$ cat src/core/fcf_pkg.sv
// constants for the fault control and flag register bank
package fcf_pkg;
    // register addresses as seen over the two-wire bus
    localparam logic [7:0] FAULT_CTRL_ADDR = 8'h1E;
    localparam logic [7:0] FAULT_FLAGS_ADDR = 8'h1F;
    // fault_response_control field layout
    localparam int CTRL_WIDTH = 4;
    localparam int CTRL_PAD = 4;
    localparam int CTRL_SHORT_EN = 3;
    localparam int CTRL_THERMAL_KEEP = 2;
    localparam int CTRL_CURRENT_KEEP = 1;
    localparam int CTRL_VOLTAGE_KEEP = 0;
    localparam logic [3:0] CTRL_RESET = 4'h7;
    // fault_status_flags field layout
    localparam int FLAG_WIDTH = 5;
    localparam int FLAG_PAD = 3;
    localparam int FLAG_OPEN = 4;
    localparam int FLAG_SHORT = 3;
    localparam int FLAG_THERMAL = 2;
    localparam int FLAG_CURRENT = 1;
    localparam int FLAG_VOLTAGE = 0;
    localparam logic [4:0] FLAG_RESET = 5'h00;
    // byte framing on the bus
    localparam logic [3:0] BITS_PER_BYTE = 4'h8;
    localparam logic [3:0] BIT_COUNT_ZERO = 4'h0;
    localparam logic [3:0] BIT_COUNT_ONE = 4'h1;
    localparam logic [7:0] ADDR_STEP = 8'h01;
    localparam logic [7:0] BYTE_ZERO = 8'h00;
    localparam logic [6:0] CHIP_ADDR_ZERO = 7'h00;
endpackage

$ cat src/core/fcf_flag_if.sv
// carrier between the bus/control logic and the sticky flag store
`timescale 1ns/1ps
`default_nettype none
interface fcf_flag_if;
    logic [fcf_pkg::FLAG_WIDTH-1:0] detect; // raw fault events, level per cycle
    logic clearReq; // one-cycle pulse, status register was read
    logic [fcf_pkg::FLAG_WIDTH-1:0] flags; // held fault flags
    logic [fcf_pkg::CTRL_SHORT_EN-1:0] keep; // shutdown keep bits of the control register
    logic shutdown; // latched forced shutdown

    // flag store side
    modport store (input detect, input clearReq, input keep, output flags, output shutdown);
    // control side
    modport ctl (output detect, output clearReq, output keep, input flags, input shutdown);
endinterface
`default_nettype wire

$ cat src/core/fcf_flag_store.sv
// sticky fault flags, cleared by a status read, and the forced shutdown latch
`timescale 1ns/1ps
`default_nettype none
module fcf_flag_store #(
    parameter int NUM_FLAGS = fcf_pkg::FLAG_WIDTH
) (
    input wire logic clock,
    input wire logic rst_n,
    input wire logic clkEn,
    input wire logic swReset,
    fcf_flag_if.store flagIf
);
    // the store is sized to the status register field
    if (NUM_FLAGS != fcf_pkg::FLAG_WIDTH)
    begin : gBadWidth
        $error("flag store width must match the status field");
    end

    logic [NUM_FLAGS-1:0] flags_q; // held flags
    logic [NUM_FLAGS-1:0] flags_d; // next flags
    logic clearReq_q; // status read pulse, one cycle after the byte load
    logic shutdown_q; // latched forced shutdown
    logic tripNow; // an unmasked flag is held

    // status read clears the flags one cycle after the byte is loaded
    always_ff @(posedge clock or negedge rst_n)
    begin
        if (!rst_n)
        begin
            clearReq_q <= 1'b0;
        end
        else if (clkEn)
        begin
            clearReq_q <= flagIf.clearReq; // see RULE7
        end
    end

    // event set beats a read clear in the same cycle
    always_comb
    begin
        flags_d = flags_q; // hold by default
        if (clearReq_q)
        begin
            flags_d = '0; // see RULE7
        end
        flags_d = flags_d | flagIf.detect; // see RULE4
    end

    // flag register, frozen while clock enable is low
    always_ff @(posedge clock or negedge rst_n)
    begin
        if (!rst_n)
        begin
            flags_q <= fcf_pkg::FLAG_RESET;
        end
        else if (clkEn)
        begin
            if (swReset)
            begin
                flags_q <= fcf_pkg::FLAG_RESET; // software reset
            end
            else
            begin
                flags_q <= flags_d; // see RULE7
            end
        end
    end

    // unmasked thermal, current or voltage/open flag; bit 0 keeps the last two
    assign tripNow =
        (flags_q[fcf_pkg::FLAG_THERMAL] && !flagIf.keep[fcf_pkg::CTRL_THERMAL_KEEP]) ||
        (flags_q[fcf_pkg::FLAG_CURRENT] && !flagIf.keep[fcf_pkg::CTRL_CURRENT_KEEP]) ||
        ((flags_q[fcf_pkg::FLAG_VOLTAGE] || flags_q[fcf_pkg::FLAG_OPEN]) &&
         !flagIf.keep[fcf_pkg::CTRL_VOLTAGE_KEEP]); // see RULE2

    // forced shutdown latches until reset once an unmasked flag is held
    always_ff @(posedge clock or negedge rst_n)
    begin
        if (!rst_n)
        begin
            shutdown_q <= 1'b0;
        end
        else if (clkEn)
        begin
            if (swReset)
            begin
                shutdown_q <= 1'b0; // software reset
            end
            else if (tripNow)
            begin
                shutdown_q <= 1'b1; // see RULE2
            end
        end
    end

    assign flagIf.flags = flags_q;
    assign flagIf.shutdown = shutdown_q;
endmodule // fcf_flag_store
`default_nettype wire

$ cat src/core/fcf_fault_bank.sv
// fault control and flag registers behind a two-wire serial slave
// Contract
// RULE1 - short detection runs only when bit 3 set
// RULE2 - cleared keep bit plus flag forces shutdown
// RULE3 - keep bits reset to one, run on
// RULE4 - status bits report open, short, thermal, current, voltage
// RULE5 - reserved bit positions read back as zero
// RULE6 - host sends address, register, then data byte
// RULE7 - flags stay set until status read or reset
`timescale 1ns/1ps
`default_nettype none
module fcf_fault_bank (
    input wire logic clock,
    input wire logic rst_n,
    input wire logic clkEn,
    input wire logic swReset,
    input wire logic [6:0] chipAddr,
    input wire logic scl,
    input wire logic sdaIn,
    output logic sdaOut,
    output logic sdaOe,
    input wire logic openStringDetect,
    input wire logic ledShortDetect,
    input wire logic thermalTripDetect,
    input wire logic overcurrentGuardDetect,
    input wire logic overvoltageGuardDetect,
    output logic shortDetectEnable,
    output logic forceShutdown,
    output logic [4:0] faultFlags
);
    // serial slave states
    typedef enum logic [3:0] {
        S_IDLE, S_ADDR, S_ADDR_ACK, S_REG, S_REG_ACK,
        S_WRITE, S_WRITE_ACK, S_READ, S_READ_ACK
    } fcf_state_t;

    fcf_state_t state_q; // bus state
    logic sclPrev_q; // last scl sample
    logic sdaPrev_q; // last sda sample
    logic [3:0] bitCnt_q; // bits seen in current byte
    logic [7:0] shift_q; // received byte
    logic [7:0] tx_q; // byte being sent
    logic [7:0] ptr_q; // register pointer
    logic readMode_q; // read requested in address byte
    logic masterAck_q; // master acked last read byte
    logic sdaOe_q; // pulling sda low
    logic [3:0] ctrl_q; // fault_response_control
    logic writeStb; // register write this cycle
    logic loadStb; // read byte load this cycle
    logic sclRise; // scl rising edge
    logic sclFall; // scl falling edge
    logic startSeen; // start or repeated start
    logic stopSeen; // stop condition
    logic byteFull; // eight bits taken
    logic [2:0] txIdx; // next bit to drive
    logic [7:0] readByte; // addressed register contents

    fcf_flag_if flagIf ();

    // register read mux, unmapped addresses read zero
    function automatic logic [7:0] readReg(input logic [7:0] a, input logic [3:0] c,
                                           input logic [4:0] f);
        case (a)
            fcf_pkg::FAULT_CTRL_ADDR: readReg = {{fcf_pkg::CTRL_PAD{1'b0}}, c}; // see RULE5
            fcf_pkg::FAULT_FLAGS_ADDR: readReg = {{fcf_pkg::FLAG_PAD{1'b0}}, f}; // see RULE5
            default: readReg = fcf_pkg::BYTE_ZERO;
        endcase
    endfunction

    // bus edge and condition detection on synchronous pins
    assign sclRise = scl & ~sclPrev_q;
    assign sclFall = ~scl & sclPrev_q;
    assign startSeen = scl & sclPrev_q & sdaPrev_q & ~sdaIn;
    assign stopSeen = scl & sclPrev_q & ~sdaPrev_q & sdaIn;
    assign byteFull = (bitCnt_q == fcf_pkg::BITS_PER_BYTE);
    assign txIdx = 3'(fcf_pkg::BITS_PER_BYTE - fcf_pkg::BIT_COUNT_ONE - bitCnt_q);
    assign readByte = readReg(ptr_q, ctrl_q, flagIf.flags);
    assign writeStb = (state_q == S_WRITE) && sclFall && byteFull && !startSeen && !stopSeen;
    assign loadStb = sclFall && !startSeen && !stopSeen &&
                     (((state_q == S_ADDR_ACK) && readMode_q) ||
                      ((state_q == S_READ_ACK) && masterAck_q));

    // pin history for edge detection
    always_ff @(posedge clock or negedge rst_n)
    begin
        if (!rst_n)
        begin
            sclPrev_q <= 1'b1;
            sdaPrev_q <= 1'b1;
        end
        else if (clkEn)
        begin
            sclPrev_q <= scl;
            sdaPrev_q <= sdaIn;
        end
    end

    // serial slave: address, register, data bytes
    always_ff @(posedge clock or negedge rst_n)
    begin
        if (!rst_n)
        begin
            state_q <= S_IDLE;
            bitCnt_q <= fcf_pkg::BIT_COUNT_ZERO;
            shift_q <= fcf_pkg::BYTE_ZERO;
            tx_q <= fcf_pkg::BYTE_ZERO;
            readMode_q <= 1'b0;
            masterAck_q <= 1'b0;
            sdaOe_q <= 1'b0;
        end
        else if (clkEn)
        begin
            if (swReset || stopSeen)
            begin
                state_q <= S_IDLE; // bus released
                sdaOe_q <= 1'b0;
            end
            else if (startSeen)
            begin
                state_q <= S_ADDR; // see RULE6
                bitCnt_q <= fcf_pkg::BIT_COUNT_ZERO;
                sdaOe_q <= 1'b0;
            end
            else
            begin
                // sample incoming bits on rising scl
                if (sclRise && (state_q == S_ADDR || state_q == S_REG || state_q == S_WRITE))
                begin
                    shift_q <= {shift_q[6:0], sdaIn};
                    bitCnt_q <= bitCnt_q + fcf_pkg::BIT_COUNT_ONE;
                end
                if (sclRise && state_q == S_READ)
                begin
                    bitCnt_q <= bitCnt_q + fcf_pkg::BIT_COUNT_ONE;
                end
                if (sclRise && state_q == S_READ_ACK)
                begin
                    masterAck_q <= ~sdaIn; // low means another byte wanted
                end
                if (sclFall)
                begin
                    case (state_q)
                        S_ADDR:
                        begin
                            if (byteFull && shift_q[7:1] == chipAddr)
                            begin
                                readMode_q <= shift_q[0]; // see RULE6
                                sdaOe_q <= 1'b1; // acknowledge
                                state_q <= S_ADDR_ACK;
                            end
                            else if (byteFull)
                            begin
                                state_q <= S_IDLE; // not our address
                            end
                        end
                        S_ADDR_ACK:
                        begin
                            bitCnt_q <= fcf_pkg::BIT_COUNT_ZERO;
                            if (readMode_q)
                            begin
                                tx_q <= readByte;
                                sdaOe_q <= ~readByte[7]; // first data bit
                                state_q <= S_READ;
                            end
                            else
                            begin
                                sdaOe_q <= 1'b0;
                                state_q <= S_REG;
                            end
                        end
                        S_REG, S_WRITE:
                        begin
                            if (byteFull)
                            begin
                                sdaOe_q <= 1'b1; // ack register or data byte, see RULE6
                                state_q <= (state_q == S_REG) ? S_REG_ACK : S_WRITE_ACK;
                            end
                        end
                        S_REG_ACK, S_WRITE_ACK:
                        begin
                            bitCnt_q <= fcf_pkg::BIT_COUNT_ZERO;
                            sdaOe_q <= 1'b0;
                            state_q <= S_WRITE;
                        end
                        S_READ:
                        begin
                            if (byteFull)
                            begin
                                sdaOe_q <= 1'b0; // master acks now
                                state_q <= S_READ_ACK;
                            end
                            else
                            begin
                                sdaOe_q <= ~tx_q[txIdx];
                            end
                        end
                        S_READ_ACK:
                        begin
                            bitCnt_q <= fcf_pkg::BIT_COUNT_ZERO;
                            if (masterAck_q)
                            begin
                                tx_q <= readByte;
                                sdaOe_q <= ~readByte[7];
                                state_q <= S_READ;
                            end
                            else
                            begin
                                state_q <= S_IDLE; // master ended the read
                            end
                        end
                        default:
                        begin
                            state_q <= S_IDLE;
                        end
                    endcase
                end
            end
        end
    end

    // register pointer: set by register byte, steps after each written data byte and when each read byte is loaded
    always_ff @(posedge clock or negedge rst_n)
    begin
        if (!rst_n)
        begin
            ptr_q <= fcf_pkg::BYTE_ZERO;
        end
        else if (clkEn)
        begin
            if (swReset)
            begin
                ptr_q <= fcf_pkg::BYTE_ZERO;
            end
            else if (state_q == S_REG && sclFall && byteFull && !startSeen && !stopSeen)
            begin
                ptr_q <= shift_q; // see RULE6
            end
            else if (writeStb || loadStb)
            begin
                ptr_q <= ptr_q + fcf_pkg::ADDR_STEP;
            end
        end
    end

    // fault response control register
    always_ff @(posedge clock or negedge rst_n)
    begin
        if (!rst_n)
        begin
            ctrl_q <= fcf_pkg::CTRL_RESET; // see RULE3
        end
        else if (clkEn)
        begin
            if (swReset)
            begin
                ctrl_q <= fcf_pkg::CTRL_RESET; // see RULE3
            end
            else if (writeStb && ptr_q == fcf_pkg::FAULT_CTRL_ADDR)
            begin
                ctrl_q <= shift_q[fcf_pkg::CTRL_WIDTH-1:0]; // upper bits dropped
            end
        end
    end

    // fault events feeding the flag store, short gated by its enable
    assign flagIf.detect[fcf_pkg::FLAG_OPEN] = openStringDetect;
    assign flagIf.detect[fcf_pkg::FLAG_SHORT] =
        ledShortDetect & ctrl_q[fcf_pkg::CTRL_SHORT_EN]; // see RULE1
    assign flagIf.detect[fcf_pkg::FLAG_THERMAL] = thermalTripDetect;
    assign flagIf.detect[fcf_pkg::FLAG_CURRENT] = overcurrentGuardDetect;
    assign flagIf.detect[fcf_pkg::FLAG_VOLTAGE] = overvoltageGuardDetect;
    assign flagIf.clearReq = loadStb && (ptr_q == fcf_pkg::FAULT_FLAGS_ADDR); // see RULE7
    assign flagIf.keep = ctrl_q[fcf_pkg::CTRL_SHORT_EN-1:0]; // shutdown keep bits

    fcf_flag_store #(
        .NUM_FLAGS(fcf_pkg::FLAG_WIDTH)
    ) uFlags (
        .clock(clock),
        .rst_n(rst_n),
        .clkEn(clkEn),
        .swReset(swReset),
        .flagIf(flagIf)
    );

    // outputs straight from flops, except sdaOut which is tied low
    assign sdaOut = 1'b0; // open drain, only ever pulls low
    assign sdaOe = sdaOe_q;
    assign shortDetectEnable = ctrl_q[fcf_pkg::CTRL_SHORT_EN]; // see RULE1
    assign forceShutdown = flagIf.shutdown; // latched in the flag store, see RULE2
    assign faultFlags = flagIf.flags;
endmodule // fcf_fault_bank
`default_nettype wire

$ cat config.mk
export PLATFORM = sky130hd
export DESIGN_NAME = fcf_fault_bank
export DESIGN_NICKNAME = d
export VERILOG_FILES = /design/src/core/fcf_pkg.sv /design/src/core/fcf_flag_if.sv /design/src/core/fcf_flag_store.sv /design/src/core/fcf_fault_bank.sv
export SDC_FILE = /design/constraint.sdc
export NUM_CORES = 1
export LEC_CHECK = 0
export ABC_AREA = 1
export BUFFER_PORTS_ARGS = -buffer_cell sky130_fd_sc_hd__buf_2
export CORE_MARGIN = 2
export CORE_UTILIZATION = 59
export DETAILED_ROUTE_END_ITERATION = 6
export PLACE_DENSITY = 0.82
export SYNTH_ARGS = -nofsm -noshare
export SYNTH_HDL_FRONTEND = slang
export SYNTH_HIERARCHICAL = 1
export SYNTH_SLANG_ARGS = --single-unit
export TNS_END_PERCENT = 50
$ cat constraint.sdc
create_clock -name clock -period 1.9 [get_ports clock]
set_clock_uncertainty 0.1 [all_clocks]
set_input_delay 0 -clock clock [delete_from_list [all_inputs] [get_ports clock]]
set_output_delay 0 -clock clock [all_outputs]
set_load 0.01 [all_outputs]
==> flow_summary.toml <==
[outcome]
outcome = "complete, no violations"

[placement]
globalplace.congestion = 0.932
io_buffers = 25
place_hpwl_um = 4610

[power_and_ir_drop]
p_seq_share_pct = 49.9
ir_drop_mv = 0.366
cellLeakagePower_nw = 1.78
p_sw_share_pct = 32.8
pwr-share-comb_pct = 22.0
p_sw_mw = 0.741
pwr-share-clk_pct = 28.1
p_per_area_mw_per_mm2 = 679
p_int_mw = 1.52

[die]
start_util_pct = 61.0
io_pins = 27
die_w_um = 73.9
core_mm2 = 0.00472
num_rows = 25
die-area_mm2 = 0.00546
die_h_um = 73.9

[sta]
drv_slew = 0
worstMarginPinSlew_ns = 0.565
period_needed_ns = 1.78
achievable-frequency_mhz = 563
rsz0062_at_grt = "no"
hold_viol = 0
post-route-period-util_pct = 93.5
setup_violations = 0
relSlewSlack_pct = 62.3
finalSetupTns_ns = 0

[drt]
firstDrtPassIters = 5
wl_met3_um = 276
antenna_left = 0
drt-vias-per-instance = 5.04
wl_um = 6400
num_vias = 2636
wl_per_cell_um = 12.2
drtIter0Drc = 182
wl_met2_um = 3000
highest_layer = "met4"
drc = 0
wl_met1_um = 3040

[synthesis]
syn_area_mm2 = 0.00288
synth_fp_nets = 435
netlist_instances = 413
synth_warnings = 6
ys_types = 35
synth-seq-cells = 45
seq_area_frac_synth_pct = 39.3
synth_top_area_cell = "dfrtp_1"
synth_top_area_share_pct = 34.8
syn_avg_cell_area_um2 = 6.97
yosys-top-cells-area = "dfrtp_1 (35%), nand2_1 (16%), inv_1 (9.1%)"

[hold_path]
min_path_type = "input pin to register"

[clocking]
clkLatencyLatePin_ns = 0.31
cts_buffer_depth = 2
htree_levels = 2
clkTransAtPathRegs_ns = 0.10
cts_tree = "yes"
numCtsBuffers = 5
cts.sinks = 45
clock-root-buffer = "clkbuf_8"

[global_routing]
grt_max_degree = 46
grt_overflow = 0
antenna_found_initial = 0
grt_pass1_wl_um = 10800
first_global_vias = 2462
grtUsageTotal_pct = 25.5

[worst_setup_path]
crit_required_ns = 2.04
worstPathArrival_ns = 1.92
cp-end-kind = "register"
cp_slowest_cell = "dfrtp_1"
critical_path.max_stage_delay_ns = 0.41
startpoint_type = "register"
cp_max_fo = 8
path_cells = "inv_2, ha_4, nand2_2, nor2_4, nand3_2, nand2_1, nor2_1, nand2_2, nand2_4, inv_8, nand2_1, o21ai_2"
path_class = "register to register"

[layout]
fin_nets = 477
final_util_pct = 70.4
drive_gt1_share_pct = 17.5
diodes = 0
areaGrowthSynthToFinish_pct = 15.4

[run]
maxCapViolCount = 0
[placed cells by master, fill, tap and decap left out, types with 2 or more instances in the layout]
cell and n:
a21oi_1 12, a21oi_4 2, buf_2 25, buf_4 4
clkbuf_8 5, dfrtp_1 40, dfstp_2 5, dlygate4sd3_1 10
ha_1 3, inv_1 68, inv_2 6, nand2_1 117
nand2_2 7, nand3_1 23, nand3_2 5, nand4_1 8
nor2_1 43, nor2_2 3, o21ai_0 27, o21ai_1 10
o21ai_2 8, xnor2_1 4, xor2_1 3
[power groups by stage]
stage	clock network [mW]	registers (mW)	logic (mW)
finish	0.634	1.13	0.496
global route	0.675	1.14	0.562
CTS	0.646	1.12	0.443
detailed placement	0	1.14	0.424
global placement	0	1.14	0.412
floorplan	0	1.14	0.275
[synthesized netlist by cell type]
cell type,number
o21a_4,1
o21ai_1,9
conb_1,1
nand2_1,120
nand3_2,4
nand4_1,8
xor2_1,3
o21ai_0,28
a31oi_1,1
nand3_1,24
a21oi_1,12
a211oi_1,1
xnor2_1,4
mux2_4,1
nand2_4,1
a22oi_1,1
inv_2,4
buf_2,1
o21bai_1,1
dfstp_2,5
dfrtp_1,40
o21ai_2,8
o31ai_1,1
and3_1,1
a21oi_4,1
nor2_2,3
ha_1,4
a21oi_2,1
mux2i_1,1
buf_6,2
nand2_2,4
inv_1,70
clkinv_4,1
nor2_1,44
buf_4,2
[path summary, 6_finish.rpt]
| check | startpoint | to | slack [ns] | depth (start not counted) |
|---|---|---|---|---|
| worst max-delay path | bitCnt_q[1]$_DFFE_PN0N_ | ptr_q[6]$_DFFE_PN0P_ | 0.12 | 12 |
| max in group asynchronous | rst_n | sdaPrev_q$_DFFE_PN1P_ | 1.12 | 3 |
| worst min register to register | sdaOe$_DFFE_PN0P_ | sdaOe$_DFFE_PN0P_ | 0.38 | 2 |
| min in group asynchronous | rst_n | uFlags/flagIf.flags[4]$_DFFE_PN0P_ | 0.18 | 3 |
| worst max register to register | bitCnt_q[1]$_DFFE_PN0N_ | ptr_q[6]$_DFFE_PN0P_ | 0.12 | 12 |
| worst min-delay path | swReset | uFlags/flagIf.shutdown$_DFFE_PN0P_ | 0.02 | 4 |
[per-layer routing]
layer,global-route usage (%),vias to the layer above
met1,34.3,1198
met4,7.68,0
li1,-,1370
met3,5.08,11
met2,41.7,57
met5,0,-
[critical path: cells and delay by family (launching register included)]
family	cells	cell delay, ns
buffers and inverters	2	0.20
adders and majority gates	1	0.14
and+or+nand+nor	8	0.82
DFF	1	0.41
AOI/OAI and AO/OA	1	0.05
[flip-flops by register name, indices dropped and copies added (netlist names)]
signal / flops
readMode_q: 1
uFlags/clearReq_q: 1
masterAck_q: 1
uFlags/flagIf.shutdown: 1
bitCnt_q: 4
sdaOe: 1
ctrl_q: 4
tx_q: 5
ptr_q: 8
sdaPrev_q: 1
state_q: 4
uFlags/flagIf.flags: 5
shift_q: 8
sclPrev_q: 1
[area by class of cell]
class | instances | area [um^2]
Clock buffer | 5 | 68.8
Clock inverter | 3 | 25.0
Fill cell | 393 | 1400
Inverter | 75 | 289
Multi-Input combinational cell | 288 | 1460
Sequential cell | 45 | 1130
Tap cell | 67 | 83.8
Timing Repair Buffer | 40 | 267
[repair_timing]
action / in CTS / in global routing
hold endpoints to repair: 50 / 0
resized for setup: 0 / 14
setup buffers: 0 / 2
hold buffers: 10 / 0
endpoints found under the setup margin: 0 / 17
[per-stage QoR]
| step | setup slack [ns] | total power, mW | hold WS [ns] | std cells | instance area (um^2) |
|---|---|---|---|---|---|
| 2_1_floorplan | 0.194 | 1.42 | -0.396 | 413 | 2880 |
| 3_3_place_gp | 0.139 | 1.55 | 0.0156 | 503 | 3070 |
| 3_5_place_dp | 0.0735 | 1.57 | 0.0157 | 503 | 3070 |
| 4_1_cts | 0.0408 | 2.21 | 0.0201 | 521 | 3260 |
| 5_1_grt | 0.00825 | 2.37 | 0.0647 | 523 | 3320 |
| 6_report | 0.123 | 2.26 | 0.0243 | 523 | 3320 |
[logic make-up (layout without fill, tap and decap cells)]
logic type                 count (synthesis)  after routing  share of synthesized area, %
and+or+nand+nor                          209            209                          30.8
buffers and inverters                     80            123                          11.4
AOI/OAI and AO/OA                         65             65                          13.6
DFF                                       45             45                          39.3
xor gates and xnor gates                   7              7                          2.13
adders and majority gates                  4              4                          1.74
muxes                                      2              2                         0.869
other                                      1              1                         0.130
(Power assumes the default switching activity.)
